`config.mk`:
```
export PLATFORM = sky130hd
export DESIGN_NAME = gas_sensor_mode_control
export DESIGN_NICKNAME = d
export VERILOG_FILES = /design/src/gas_mode_pkg.sv /design/src/gas_sensor_mode_control.sv
export VERILOG_INCLUDE_DIRS = /design/src /design/src/src
export SDC_FILE = /design/constraint.sdc
export NUM_CORES = 1
export LEC_CHECK = 0
export ABC_CLOCK_PERIOD_IN_PS = 3710
export BUFFER_PORTS_ARGS = -buffer_cell sky130_fd_sc_hd__buf_2
export CORE_MARGIN = 1.5
export CORE_UTILIZATION = 52
export CTS_CLUSTER_DIAMETER = 50
export CTS_CLUSTER_SIZE = 20
export DETAILED_ROUTE_END_ITERATION = 8
export GPL_TIMING_DRIVEN = 0
export HOLD_SLACK_MARGIN = 0.08
export PLACE_DENSITY = 0.78
export SLEW_MARGIN = 0
export SYNTH_ARGS = -nofsm -noshare
export SYNTH_HDL_FRONTEND = slang
export SYNTH_SLANG_ARGS = --single-unit
```
`constraint.sdc`:
```
create_clock -name clk_i -period 3.71 [get_ports clk_i]
set_clock_uncertainty 0.05 [all_clocks]
set_input_delay 0.1855 -clock clk_i [delete_from_list [all_inputs] [get_ports clk_i]]
set_output_delay 0.1855 -clock clk_i [all_outputs]
set_load 0.02 [all_outputs]
```
`src/gas_mode_defines.svh`:
```
// Constants for the gas sensor mode controller and reading scheduler.
// Assumes a 125 MHz system clock and a host-side command decoder.
`ifndef GAS_MODE_DEFINES_SVH
`define GAS_MODE_DEFINES_SVH
`define CLK_HZ          125000000
`define READ_RATE_HZ    2
`define BAUD_RATE       9600
`define READ_PERIOD_CYC (`CLK_HZ / `READ_RATE_HZ)
`define BIT_CYC         (`CLK_HZ / `BAUD_RATE)
`define MEAS_BUSY_MS    10
`define MEAS_BUSY_CYC   ((`CLK_HZ / 1000) * `MEAS_BUSY_MS)
`define MODE_SLEEP      2'h0
`define MODE_STREAM     2'h1
`define MODE_POLL       2'h2
`define FILTER_RESET    8'h10
`define DATA_W          16
`endif

```
`src/gas_mode_pkg.sv`:
```
// Types for the gas sensor mode controller.
// Assumes the defines header is included by the users.
package gas_mode_pkg;
	typedef enum logic [1:0] {
		sleep_type_st,
		stream_type_st,
		poll_type_st
	} mode_type;
	typedef enum logic [2:0] {
		cmd_none,
		cmd_mode,
		cmd_read_filt,
		cmd_read_raw,
		cmd_filter,
		cmd_zero
	} cmd_type;
endpackage : gas_mode_pkg

```
`src/gas_sensor_mode_control.sv`:
```
// Mode control, measurement pacing and reply scheduling.
// Assumes a decoded command strobe from a host receiver on clk_i and a
// measurement engine that runs whenever meas_start_o pulses.
`include "gas_mode_defines.svh"
module gas_sensor_mode_control #(
	parameter int unsigned READ_PERIOD = `READ_PERIOD_CYC,
	parameter int unsigned BUSY_CYC    = `MEAS_BUSY_CYC
) (
	input  wire logic                  clk_i,
	input  wire logic                  reset_n_i,
	input  wire logic                  cmd_valid_i,
	input  wire gas_mode_pkg::cmd_type cmd_i,
	input  wire logic [7:0]            cmd_arg_i,
	input  wire logic                  nv_mode_i,
	input  wire logic [`DATA_W-1:0]    filt_data_i,
	input  wire logic [`DATA_W-1:0]    raw_data_i,
	input  wire logic                  meas_done_i,
	output logic                       meas_start_o,
	output logic                       nv_write_o,
	output logic                       nv_mode_o,
	output logic                       reply_valid_o,
	output logic                       reply_reject_o,
	output logic [`DATA_W-1:0]         reply_data_o,
	output logic [7:0]                 filter_o,
	output logic [1:0]                 mode_o,
	output logic                       busy_o
);
	logic                rst_s1_r, rst_n_r;
	logic                started_r;
	gas_mode_pkg::mode_type mode_r;
	logic [28:0]         tick_cnt_r;
	logic [20:0]         busy_cnt_r;
	logic [`DATA_W-1:0]  filt_r, raw_r;
	logic                pend_r;
	gas_mode_pkg::cmd_type pend_cmd_r;
	logic [7:0]          pend_arg_r;
	logic [7:0]          filter_r;
	logic                nvw_r, nvm_r;
	logic                rv_r, rj_r;
	logic [`DATA_W-1:0]  rd_r;

	always_ff @(posedge clk_i or negedge reset_n_i)
	begin
		if (!reset_n_i)
		begin
			rst_s1_r <= 1'b0;
			rst_n_r  <= 1'b0;
		end
		else
		begin
			rst_s1_r <= 1'b1;
			rst_n_r  <= rst_s1_r;
		end
	end

	wire tick_w      = (tick_cnt_r == 29'(READ_PERIOD - 1));
	wire sleeping_w  = (mode_r == gas_mode_pkg::sleep_type_st);
	wire busy_w      = (busy_cnt_r != 21'h0);
	wire start_w     = tick_w && !sleeping_w && started_r;
	wire cmd_in_w    = cmd_valid_i || pend_r;
	wire gas_mode_pkg::cmd_type cur_cmd_w = pend_r ? pend_cmd_r : cmd_i;
	wire [7:0]       cur_arg_w = pend_r ? pend_arg_r : cmd_arg_i;
	wire exec_w      = cmd_in_w && !(mode_r == gas_mode_pkg::stream_type_st && busy_w);
	wire reject_w    = sleeping_w && (cur_cmd_w == gas_mode_pkg::cmd_read_filt ||
	                   cur_cmd_w == gas_mode_pkg::cmd_read_raw ||
	                   cur_cmd_w == gas_mode_pkg::cmd_zero);
	wire mode_cmd_w  = exec_w && cur_cmd_w == gas_mode_pkg::cmd_mode && cur_arg_w <= 8'h02;
	wire stream_w    = meas_done_i && mode_r == gas_mode_pkg::stream_type_st;

	always_ff @(posedge clk_i or negedge rst_n_r)
	begin
		if (!rst_n_r)
		begin
			started_r  <= 1'b0;
			mode_r     <= gas_mode_pkg::stream_type_st;
			tick_cnt_r <= 29'h0;
			busy_cnt_r <= 21'h0;
			filt_r     <= 16'h0;
			raw_r      <= 16'h0;
			pend_r     <= 1'b0;
			pend_cmd_r <= gas_mode_pkg::cmd_none;
			pend_arg_r <= 8'h0;
			filter_r   <= `FILTER_RESET;
			nvw_r      <= 1'b0;
			nvm_r      <= 1'b0;
			rv_r       <= 1'b0;
			rj_r       <= 1'b0;
			rd_r       <= 16'h0;
		end
		else
		begin
			nvw_r <= 1'b0;
			rv_r  <= 1'b0;
			rj_r  <= 1'b0;
			if (!started_r)
			begin
				started_r <= 1'b1;
				mode_r    <= nv_mode_i ? gas_mode_pkg::poll_type_st : gas_mode_pkg::stream_type_st;
			end
			tick_cnt_r <= tick_w ? 29'h0 : tick_cnt_r + 29'h1;
			if (start_w)
				busy_cnt_r <= 21'(BUSY_CYC);
			else if (busy_w)
				busy_cnt_r <= busy_cnt_r - 21'h1;
			if (meas_done_i)
			begin
				filt_r <= filt_data_i;
				raw_r  <= raw_data_i;
			end
			if (cmd_valid_i && !exec_w && !pend_r)
			begin
				pend_r     <= 1'b1;
				pend_cmd_r <= cmd_i;
				pend_arg_r <= cmd_arg_i;
			end
			if (exec_w)
			begin
				pend_r <= 1'b0;
				rv_r   <= 1'b1;
				rj_r   <= reject_w;
				rd_r   <= (cur_cmd_w == gas_mode_pkg::cmd_read_raw) ? raw_r : filt_r;
				if (cur_cmd_w == gas_mode_pkg::cmd_filter && !reject_w)
					filter_r <= cur_arg_w;
			end
			if (mode_cmd_w)
			begin
				mode_r <= gas_mode_pkg::mode_type'(cur_arg_w[1:0]);
				if (cur_arg_w != 8'h00)
				begin
					nvw_r <= 1'b1;
					nvm_r <= (cur_arg_w == 8'h02);
				end
			end
			else if (stream_w && !exec_w)
			begin
				rv_r <= 1'b1;
				rd_r <= filt_data_i;
			end
		end
	end

	assign meas_start_o   = start_w;
	assign nv_write_o     = nvw_r;
	assign nv_mode_o      = nvm_r;
	assign reply_valid_o  = rv_r;
	assign reply_reject_o = rj_r;
	assign reply_data_o   = rd_r;
	assign filter_o       = filter_r;
	assign mode_o         = mode_r;
	assign busy_o         = busy_w;

	property p_reject;
		@(posedge clk_i) disable iff (!rst_n_r)
		(exec_w && reject_w) |=> (reply_valid_o && reply_reject_o);
	endproperty
	a_reject: assert property (p_reject) else $error("sleep read not rejected");
	property p_sleep_nomeas;
		@(posedge clk_i) disable iff (!rst_n_r)
		sleeping_w |-> !meas_start_o;
	endproperty
	a_sleep_nomeas: assert property (p_sleep_nomeas) else $error("measuring in sleep");
	property p_poll_quiet;
		@(posedge clk_i) disable iff (!rst_n_r)
		(mode_r == gas_mode_pkg::poll_type_st && !cmd_in_w && meas_done_i) |=> !reply_valid_o;
	endproperty
	a_poll_quiet: assert property (p_poll_quiet) else $error("unsolicited in poll");
	property p_defer;
		@(posedge clk_i) disable iff (!rst_n_r)
		pend_r |-> busy_w || exec_w;
	endproperty
	a_defer: assert property (p_defer) else $error("deferred too long");
	property p_nv;
		@(posedge clk_i) disable iff (!rst_n_r)
		(mode_cmd_w && cur_arg_w == 8'h02) |=> (nv_write_o && nv_mode_o);
	endproperty
	a_nv: assert property (p_nv) else $error("poll not stored");
	property p_stream;
		@(posedge clk_i) disable iff (!rst_n_r)
		(stream_w && !exec_w && !mode_cmd_w) |=> (reply_valid_o && reply_data_o == $past(filt_data_i));
	endproperty
	a_stream: assert property (p_stream) else $error("stream reading missing");
endmodule : gas_sensor_mode_control

```
Word-level counts from Yosys, hierarchy flattened
Cells that the tools add are included.
Storage, ports and cells
  output and inout port bits: 32
  bits in registers: 127
  input port bits: 48
Operators by class
  reductions and logical operators: 27
  eq/ne operators: 9
  muxes and demuxes: 20
  $add $sub $neg: 2
  magnitude comparators: 1
Operator list (count)
  $mux 16: 4
  $mux 21: 2
  $add 29x1->29 const B: 1
  $eq 29x26->1 const B: 1
  $mux 29: 1
  $reduce_bool 21->1: 1
  $sub 21x1->21 const B: 1
  $logic_and 1x1->1: 12
  $eq 8x2->1 const B: 1
  $le 8x2->1 const B: 1
  $mux 1: 8
  $mux 8: 1
  $reduce_bool 8->1: 1
  $eq 3x2->1 const B: 2
  $eq 3x3->1 const B: 2
  $mux 2: 3
  $logic_not 1->1: 5
  $reduce_and 2->1: 2
  $reduce_bool 2->1: 2
  $eq 3x1->1 const B: 1
  $logic_or 1x1->1: 3
  $mux 3: 1
  $eq 2x1->1 const B: 1
  $logic_not 2->1: 1
  $ne 2x1->1 const B: 1

Longest topological paths before layout
Gate-level depths: netlist of run 1.
  depth in word-level cells: 9
  gate-level depth with buffers: 10
  gate-level depth less buffers: 8

Worst setup path before layout of run 1
Ideal clock, no wire load.
  path kind: reg2reg
  start: reg busy_cnt_r[0]
  end: reg filter_r[0], in the netlist filter_o[0]
  stages on the path, launching flop included: 10
  clock period less this slack: 2.348 ns
  setup slack: 1.362 ns
  setup time: 0.125 ns
  data arrival time: 2.173 ns
  cells stage by stage: dfrtp_1 -> inv_1 -> ha_1 -> nor3b_2 -> and4_1 -> buf_4 -> and2_4 -> inv_4 -> a221oi_4 -> mux2_2
Between the ends
  cells in the longest elaborated chain, start to end: 5
RTL lines
  from (decl): line gas_sensor_mode_control.sv:32  | logic [20:0] busy_cnt_r;
  from (signal assigned): line gas_sensor_mode_control.sv:102  | busy_cnt_r <= 21'(BUSY_CYC);
  from (signal assigned): line gas_sensor_mode_control.sv:104  | busy_cnt_r <= busy_cnt_r - 21'h1;
  $reduce_bool 21->1: line gas_sensor_mode_control.sv:58  | wire busy_w = (busy_cnt_r != 21'h0);
  named net busy_o: line gas_sensor_mode_control.sv:26  | output logic busy_o
  $logic_and 1x1->1: line gas_sensor_mode_control.sv:63  | wire exec_w = cmd_in_w && !(mode_r == gas_mode_pkg::stream_type_st && busy_w);
  $logic_not 1->1: line gas_sensor_mode_control.sv:63
  $logic_and 1x1->1: line gas_sensor_mode_control.sv:63
  $reduce_and 2->1 (no line)
  to (signal assigned): line gas_sensor_mode_control.sv:83  | filter_r <= `FILTER_RESET;
  to (signal assigned): line gas_sensor_mode_control.sv:123  | filter_r <= cur_arg_w;
  to (decl): line gas_sensor_mode_control.sv:37  | logic [7:0] filter_r;
The timed path passes the listed nets, and every way through them passes these cells.
A chain may end at the register's enable or synchronous reset.

Final worst setup path of run 1
  start: reg tick_cnt_r[0]
  end: out meas_start_o
Between the ends
  cells in the longest elaborated chain, start to end: 3
RTL lines
  from (decl): line gas_sensor_mode_control.sv:31  | logic [28:0] tick_cnt_r;
  from (signal assigned): line gas_sensor_mode_control.sv:100  | tick_cnt_r <= tick_w ? 29'h0 : tick_cnt_r + 29'h1;
  $eq 29x26->1: line gas_sensor_mode_control.sv:56  | wire tick_w = (tick_cnt_r == 29'(READ_PERIOD - 1));
  $logic_and 1x1->1 (2 in a row): line gas_sensor_mode_control.sv:59  | wire start_w = tick_w && !sleeping_w && started_r;
  to (decl): line gas_sensor_mode_control.sv:18  | output logic meas_start_o,
No other way between the ends.

==> flow_summary.yaml, run 1 <==
status:
  outcome: "finished clean"
worst_hold_path:
  hold_class: "input pin to flop"
placed_design:
  port_buffers: 78
  dpl.hpwl_um: 8830
  gp_congestion: 0.763
pwr:
  power.leakage_nw: 3.40
  power.density_mw_per_mm2: 565
  ir_worst_vdd_uv: 460
  totalPowerFinal_w: 0.00437
route:
  first_pass_iters: 4
  vias: 4540
  wl_um: 14000
  drc: 0
  ant_nets: 0
  via_per_inst: 5.64
  wl_per_cell_um: 17.4
  drt_iter0_markers: 289
grt:
  grt_pass1_wl_um: 23000
  grtUsageTotal_pct: 25.2
  busiest_layer: "met2"
  globalRouteMet1Util_pct: 30.7
  antenna_found_initial: 0
  use_met2_pct: 42.6
  grt_pass1_vias: 4750
  grt_overflow: 0
  gr-usage-met3_pct: 6.64
  grt_max_degree: 64
synthesis:
  synth_edf_count: 0
  ys_ff_latch: 127
  yosysWarnings: 0
  async_flop_share_pct: 100
  synth_cells: 507
  avgSynthCellArea_um2: 11.7
  ys_types: 53
  synth_area_leaders: "dfrtp_1 (53%), mux2_2 (14%), mux2i_1 (3.5%)"
  synth_top_area_cell: "dfrtp_1"
  ys_seq_area_share_pct: 53.5
  synth_top_area_share_pct: 52.6
  synth_flop_cell: "dfrtp_1"
  syn-cell-area_mm2: 0.00594
timing:
  timing.slew.headroom_pct: 33.8
  final.setup.tns_ns: 0
  rsz0062_at_grt: "no"
  post-route-period-util_pct: 92.0
  final_max_slew_viol_count: 0
  setup_violations: 0
  worstMarginPinSlew_ns: 0.989
  fmax_mhz: 293
  fin_crit_ns: 3.41
  hold_viol: 0
setup_path:
  slowest_stage: "nor4_4"
  crit_chain: "ha_1 > and4_1 > buf_2 > nand2_1 > nor4_4 > o211ai_2 > inv_1 > buf_4 > buf_2"
  worstPathArrival_ns: 3.18
  crit_required_ns: 3.47
  cp-start-kind: "flop"
  cp_common_cell: "buf_2"
  critPathMaxStageDelay_ns: 0.56
  critPathKind: "flop to primary output"
  crit_path_end_kind: "primary output"
  crit_path_max_fanout: 10
flow_run:
  drv_cap: 0
clock_tree:
  htreeDepth: 4
  clk_latency_ns: 0.42
  cts_max_path_buffers: 2
  cts_tree: "yes"
  post_cts_buffers: 0
  cts-resized-gates: 0
  cts_made_buffers: 17
  cts.sinks: 127
  cts_root_buf: "clkbuf_16"
  path_clk_slew_ns: 0.06
final_layout:
  nets: 702
  layout-drive-gt1-share_pct: 31.6
  layout_common_cells: "dfrtp_1 (124), buf_2 (85), mux2_2 (74)"
  layout_commonest_cell: "dfrtp_1"
  antennaDiodeCount: 0
  syn_to_final_growth_pct: 30.1
  fillCellCount: 724
floorplanning:
  coreArea_mm2: 0.0110
  start_util_pct: 54.1
  die_h_um: 110
  dieArea_mm2: 0.0121
  rows: 38
  die_x_um: 110
  io_pins: 80
## state kept, by name, summed over array words and instances, names as in the netlist, 2 cells and up
name	cells
reply_data_o	16
tick_cnt_r	29
pend_arg_r	8
busy_cnt_r	21
filt_r	16
raw_r	16
filter_o	8
pend_cmd_r	3
mode_o	2
## Yosys cell counts, drive strengths merged (2+ instances only)
cell and instances:
nand4 5, dfstp 2, nor2b 4, clkbuf 13, or3 7, ha 2
o21ai 22, o41ai 3, xor2 16, mux2i 21, buf 10, o31ai 5
a21oi 9, inv 8, a31oi 2, mux2 74, nand2 39, a211o 2
or4 5, nor4 8, nor3b 2, nor2 34, and3 8, and4 5
or2 2, a211oi 4, o211ai 2, xnor2 20, nor3 9, dfrtp 125
and2 5, nand3 22
## worst paths after layout
| kind | from | to | slack [ns] | cells past startpoint |
|---|---|---|---|---|
| worst max register to register | busy_cnt_r[0] | reply_data_o[10] | 0.81 | 9 |
| max in group asynchronous | rst_n_r | mode_o[0] | 2.43 | 1 |
| worst min-delay path | cmd_valid_i | pend_r | 0.12 | 3 |
| worst min register to register | rst_s1_r | rst_n_r | 0.31 | 0 |
| worst max-delay path | tick_cnt_r[0] | meas_start_o | 0.30 | 9 |
| min in group asynchronous | rst_n_r | tick_cnt_r[24] | 0.38 | 0 |
## power by group
group	leakage [nW]	switching, W	internal, W
clock network	0.346	0.000624	0.00141
logic	1.54	0.000346	0.000309
registers	1.52	0.000114	0.00156
total	3.40	0.00108	0.00328
## through the flow
step	hold slack, ns	std cells	setup slack (ns)	util [%]	cell area, um^2
6_report	0.117	805	0.298	70.4	7730
5_1_grt	0.115	805	0.0889	70.4	7730
4_1_cts	0.108	805	0.273	70.4	7730
3_5_place_dp	-0.0778	727	0.798	59.6	6540
3_3_place_gp	-0.0799	726	0.873	59.3	6510
2_1_floorplan	-0.160	508	1.36	-	5950
## cell families (layout without fill, tap and decap cells)
logic type                 after synthesis  in the layout  synth area share [%]
AOI/OAI and AO/OA                       57             57                  6.55
buffers and inverters                   31            188                  2.30
muxes                                   95             95                  17.6
other                                    1              2                0.0631
adders and majority gates                2              2                 0.421
and+or+nand+nor                        158            158                  14.3
DFF                                    127            127                  53.5
xor gates and xnor gates                36             36                  5.31
## worst max-delay path: cells and delay by family (launching register included)
| kind | cells | cell delay [ns] |
|---|---|---|
| buffers and inverters | 4 | 0.91 |
| adder cells (fa/ha/maj) | 1 | 0.22 |
| AO/OA/AOI/OAI | 1 | 0.34 |
| AND/OR/NAND/NOR | 3 | 0.88 |
| flip-flops | 1 | 0.39 |
## timing repair
item	in CTS	in global routing
endpoints found under the hold margin	54	0
hold buffers	46	0
setup endpoints to repair	0	0
## layer usage
metal  part of all wire, %  wire [um]
met5                     0          0
met4                   2.5        353
met3                   4.6        637
met2                    51       7090
met1                    42       5890
## cell type report
cell class              instances  area, um^2  share of cell area [%]
clock inverters                14         287                    3.71
clock buffers                  18         439                    5.68
multi-input cells             350        2630                    34.0
well taps                     140         175                    2.27
inverters                       8        32.5                   0.421
repair buffers                125         878                    11.4
flip-flops and latches        127        3180                    41.2
plain buffers                  23         104                    1.34
No activity file was read; power rests on OpenSTA's default activity.
==> run 2: changes to the inputs <==
--- a/config.mk
+++ b/config.mk
@@ -16,6 +16,7 @@
 export GPL_TIMING_DRIVEN = 0
 export HOLD_SLACK_MARGIN = 0.08
 export PLACE_DENSITY = 0.78
+export REMOVE_ABC_BUFFERS = 1
 export SLEW_MARGIN = 0
 export SYNTH_ARGS = -nofsm -noshare
 export SYNTH_HDL_FRONTEND = slang
==> flow_summary.yaml, run 2 (synthesis gave the netlist of run 1 again) <==
status:
  outcome: "finished clean"
grt:
  grt_max_degree: 47
  grt_pass1_wl_um: 21100
  antenna_found_initial: 0
  gr-usage-met3_pct: 7.23
  grtUsageTotal_pct: 23.3
  globalRouteMet1Util_pct: 27.9
  use_met2_pct: 40.0
  grt_pass1_vias: 4430
  grt_overflow: 0
  busiest_layer: "met2"
timing:
  fin_crit_ns: 2.96
  whs_ns: 0.162
  final_max_slew_viol_count: 0
  fmax_mhz: 338
  fin_ws_ns: 0.749
  setup_violations: 0
  timing.slew.headroom_pct: 34.4
  hold_viol: 0
  rsz0062_at_grt: "no"
  post-route-period-util_pct: 79.8
  worstMarginPinSlew_ns: 0.984
  final.setup.tns_ns: 0
clock_tree:
  path_clk_slew_ns: 0.06
  cts_root_buf: "clkbuf_16"
  cts-resized-gates: 0
  cts_made_buffers: 17
  cts_max_path_buffers: 2
  htreeDepth: 4
  clk_latency_ns: 0.42
  cts_tree: "yes"
  cts.sinks: 127
setup_path:
  critPathKind: "flop to primary output"
  cp-start-kind: "flop"
  worstPathArrival_ns: 2.73
  crit_chain: "ha_1 > and4_1 > nand2_1 > nor4_4 > o211ai_2 > inv_1 > buf_2"
  slowest_stage: "inv_1"
  crit_path_end_kind: "primary output"
  crit_path_max_fanout: 16
  crit_required_ns: 3.47
  crit_family: "buffers and inverters"
  critPathMaxStageDelay_ns: 0.47
  crit_buf_inv: 2
final_layout:
  top_register: "tick_cnt_r"
  layout_common_cells: "dfrtp_1 (124), buf_2 (79), mux2_2 (74)"
  nets: 684
  largest_register_ffs: 29
  antennaDiodeCount: 0
  fin_util_pct: 69.3
  reg.largest.list: "tick_cnt_r (29), busy_cnt_r (21)"
  syn_to_final_growth_pct: 28.1
  layout_commonest_cell: "dfrtp_1"
  fillCellCount: 765
  fin_area_mm2: 0.00761
  layout-drive-gt1-share_pct: 32.1
worst_hold_path:
  hold_class: "input pin to flop"
route:
  wl_um: 13300
  drt_iter0_markers: 227
  vias: 4428
  wl_per_cell_um: 16.8
  first_pass_iters: 5
  ant_nets: 0
  via_per_inst: 5.63
  drc: 0
placed_design:
  dpl.hpwl_um: 8210
  place_area_mm2: 0.00650
  dp_slack_ns: 0.384
  port_buffers: 79
  gp_congestion: 0.789
pwr:
  ir_worst_vdd_uv: 516
  power.leakage_nw: 3.33
  power.density_mw_per_mm2: 540
floorplanning:
  io_pins: 80
  dieArea_mm2: 0.0121
  start_util_pct: 54.1
  die_h_um: 110
  die_x_um: 110
  rows: 38
  coreArea_mm2: 0.0110
flow_run:
  drv_cap: 0
[run 2: cell count changes in the layout (fill, tap and decap cells not counted), moves of 2 or more]
cell,before,now
bufinv_16,8,4
clkbuf_1,12,0
clkinvlp_4,2,4
buf_2,85,79
buf_12,0,2
[run 2: routing by layer]
| layer | vias up | routed length (um) |
|---|---|---|
| met5 | - | 0 |
| met4 | 0 | 178 |
| met3 | 19 | 647 |
| met2 | 110 | 6730 |
| met1 | 2231 | 5700 |
| li1 | 2068 | - |
[run 2: worst register-to-register path: stages (launching register included)]
cell	delay (ns)
dfrtp_1	0.66
o21ai_0	0.59
nor2b_2	0.73
buf_8	0.25
mux2i_1	0.24
o21ai_0	0.13
[run 2: path summary, 6_finish.rpt]
| check | cells past startpoint | from | endpoint | slack (ns) |
|---|---|---|---|---|
| max | 7 | tick_cnt_r[0] | meas_start_o | 0.75 |
| min | 3 | cmd_valid_i | pend_r | 0.16 |
| max reg2reg | 5 | pend_r | reply_data_o[13] | 0.88 |
| min reg2reg | 0 | rst_n_r | pend_arg_r[5] | 0.30 |
| max in group asynchronous | 1 | rst_n_r | filter_o[4] | 2.63 |
| min in group asynchronous | 0 | rst_n_r | pend_arg_r[5] | 0.30 |
[run 2: timing repair]
item                       in CTS  in global routing
setup buffers                   1                  0
hold buffers                   46                  0
setup endpoints to repair       1                  0
hold endpoints to repair       53                  0
[run 2: final cells by class]
class / instances / area, um^2 / area share, %
inverter: 8 / 32.5 / 0.427
tap: 140 / 175 / 2.30
clock buffer: 19 / 453 / 5.95
sequential: 127 / 3180 / 41.8
timing repair buffer: 130 / 926 / 12.2
multi-input combinational: 350 / 2650 / 34.9
clock inverter: 13 / 186 / 2.45
[run 2: where the power goes]
| part | total (W) | internal, W | switching (W) | leakage (nW) |
|---|---|---|---|---|
| clock | 0.00178 | 0.00116 | 0.000623 | 0.302 |
| sequential | 0.00167 | 0.00156 | 0.000114 | 1.52 |
| combinational | 0.000652 | 0.000311 | 0.000341 | 1.51 |
| total | 0.00411 | 0.00303 | 0.00108 | 3.33 |
[run 2: metrics by stage]
stage / std cells / total power (W)
2_1_floorplan: 485 / 0.00207
3_3_place_gp: 704 / 0.00225
3_5_place_dp: 708 / 0.00230
4_1_cts: 787 / 0.00413
5_1_grt: 787 / 0.00427
6_report: 787 / 0.00411
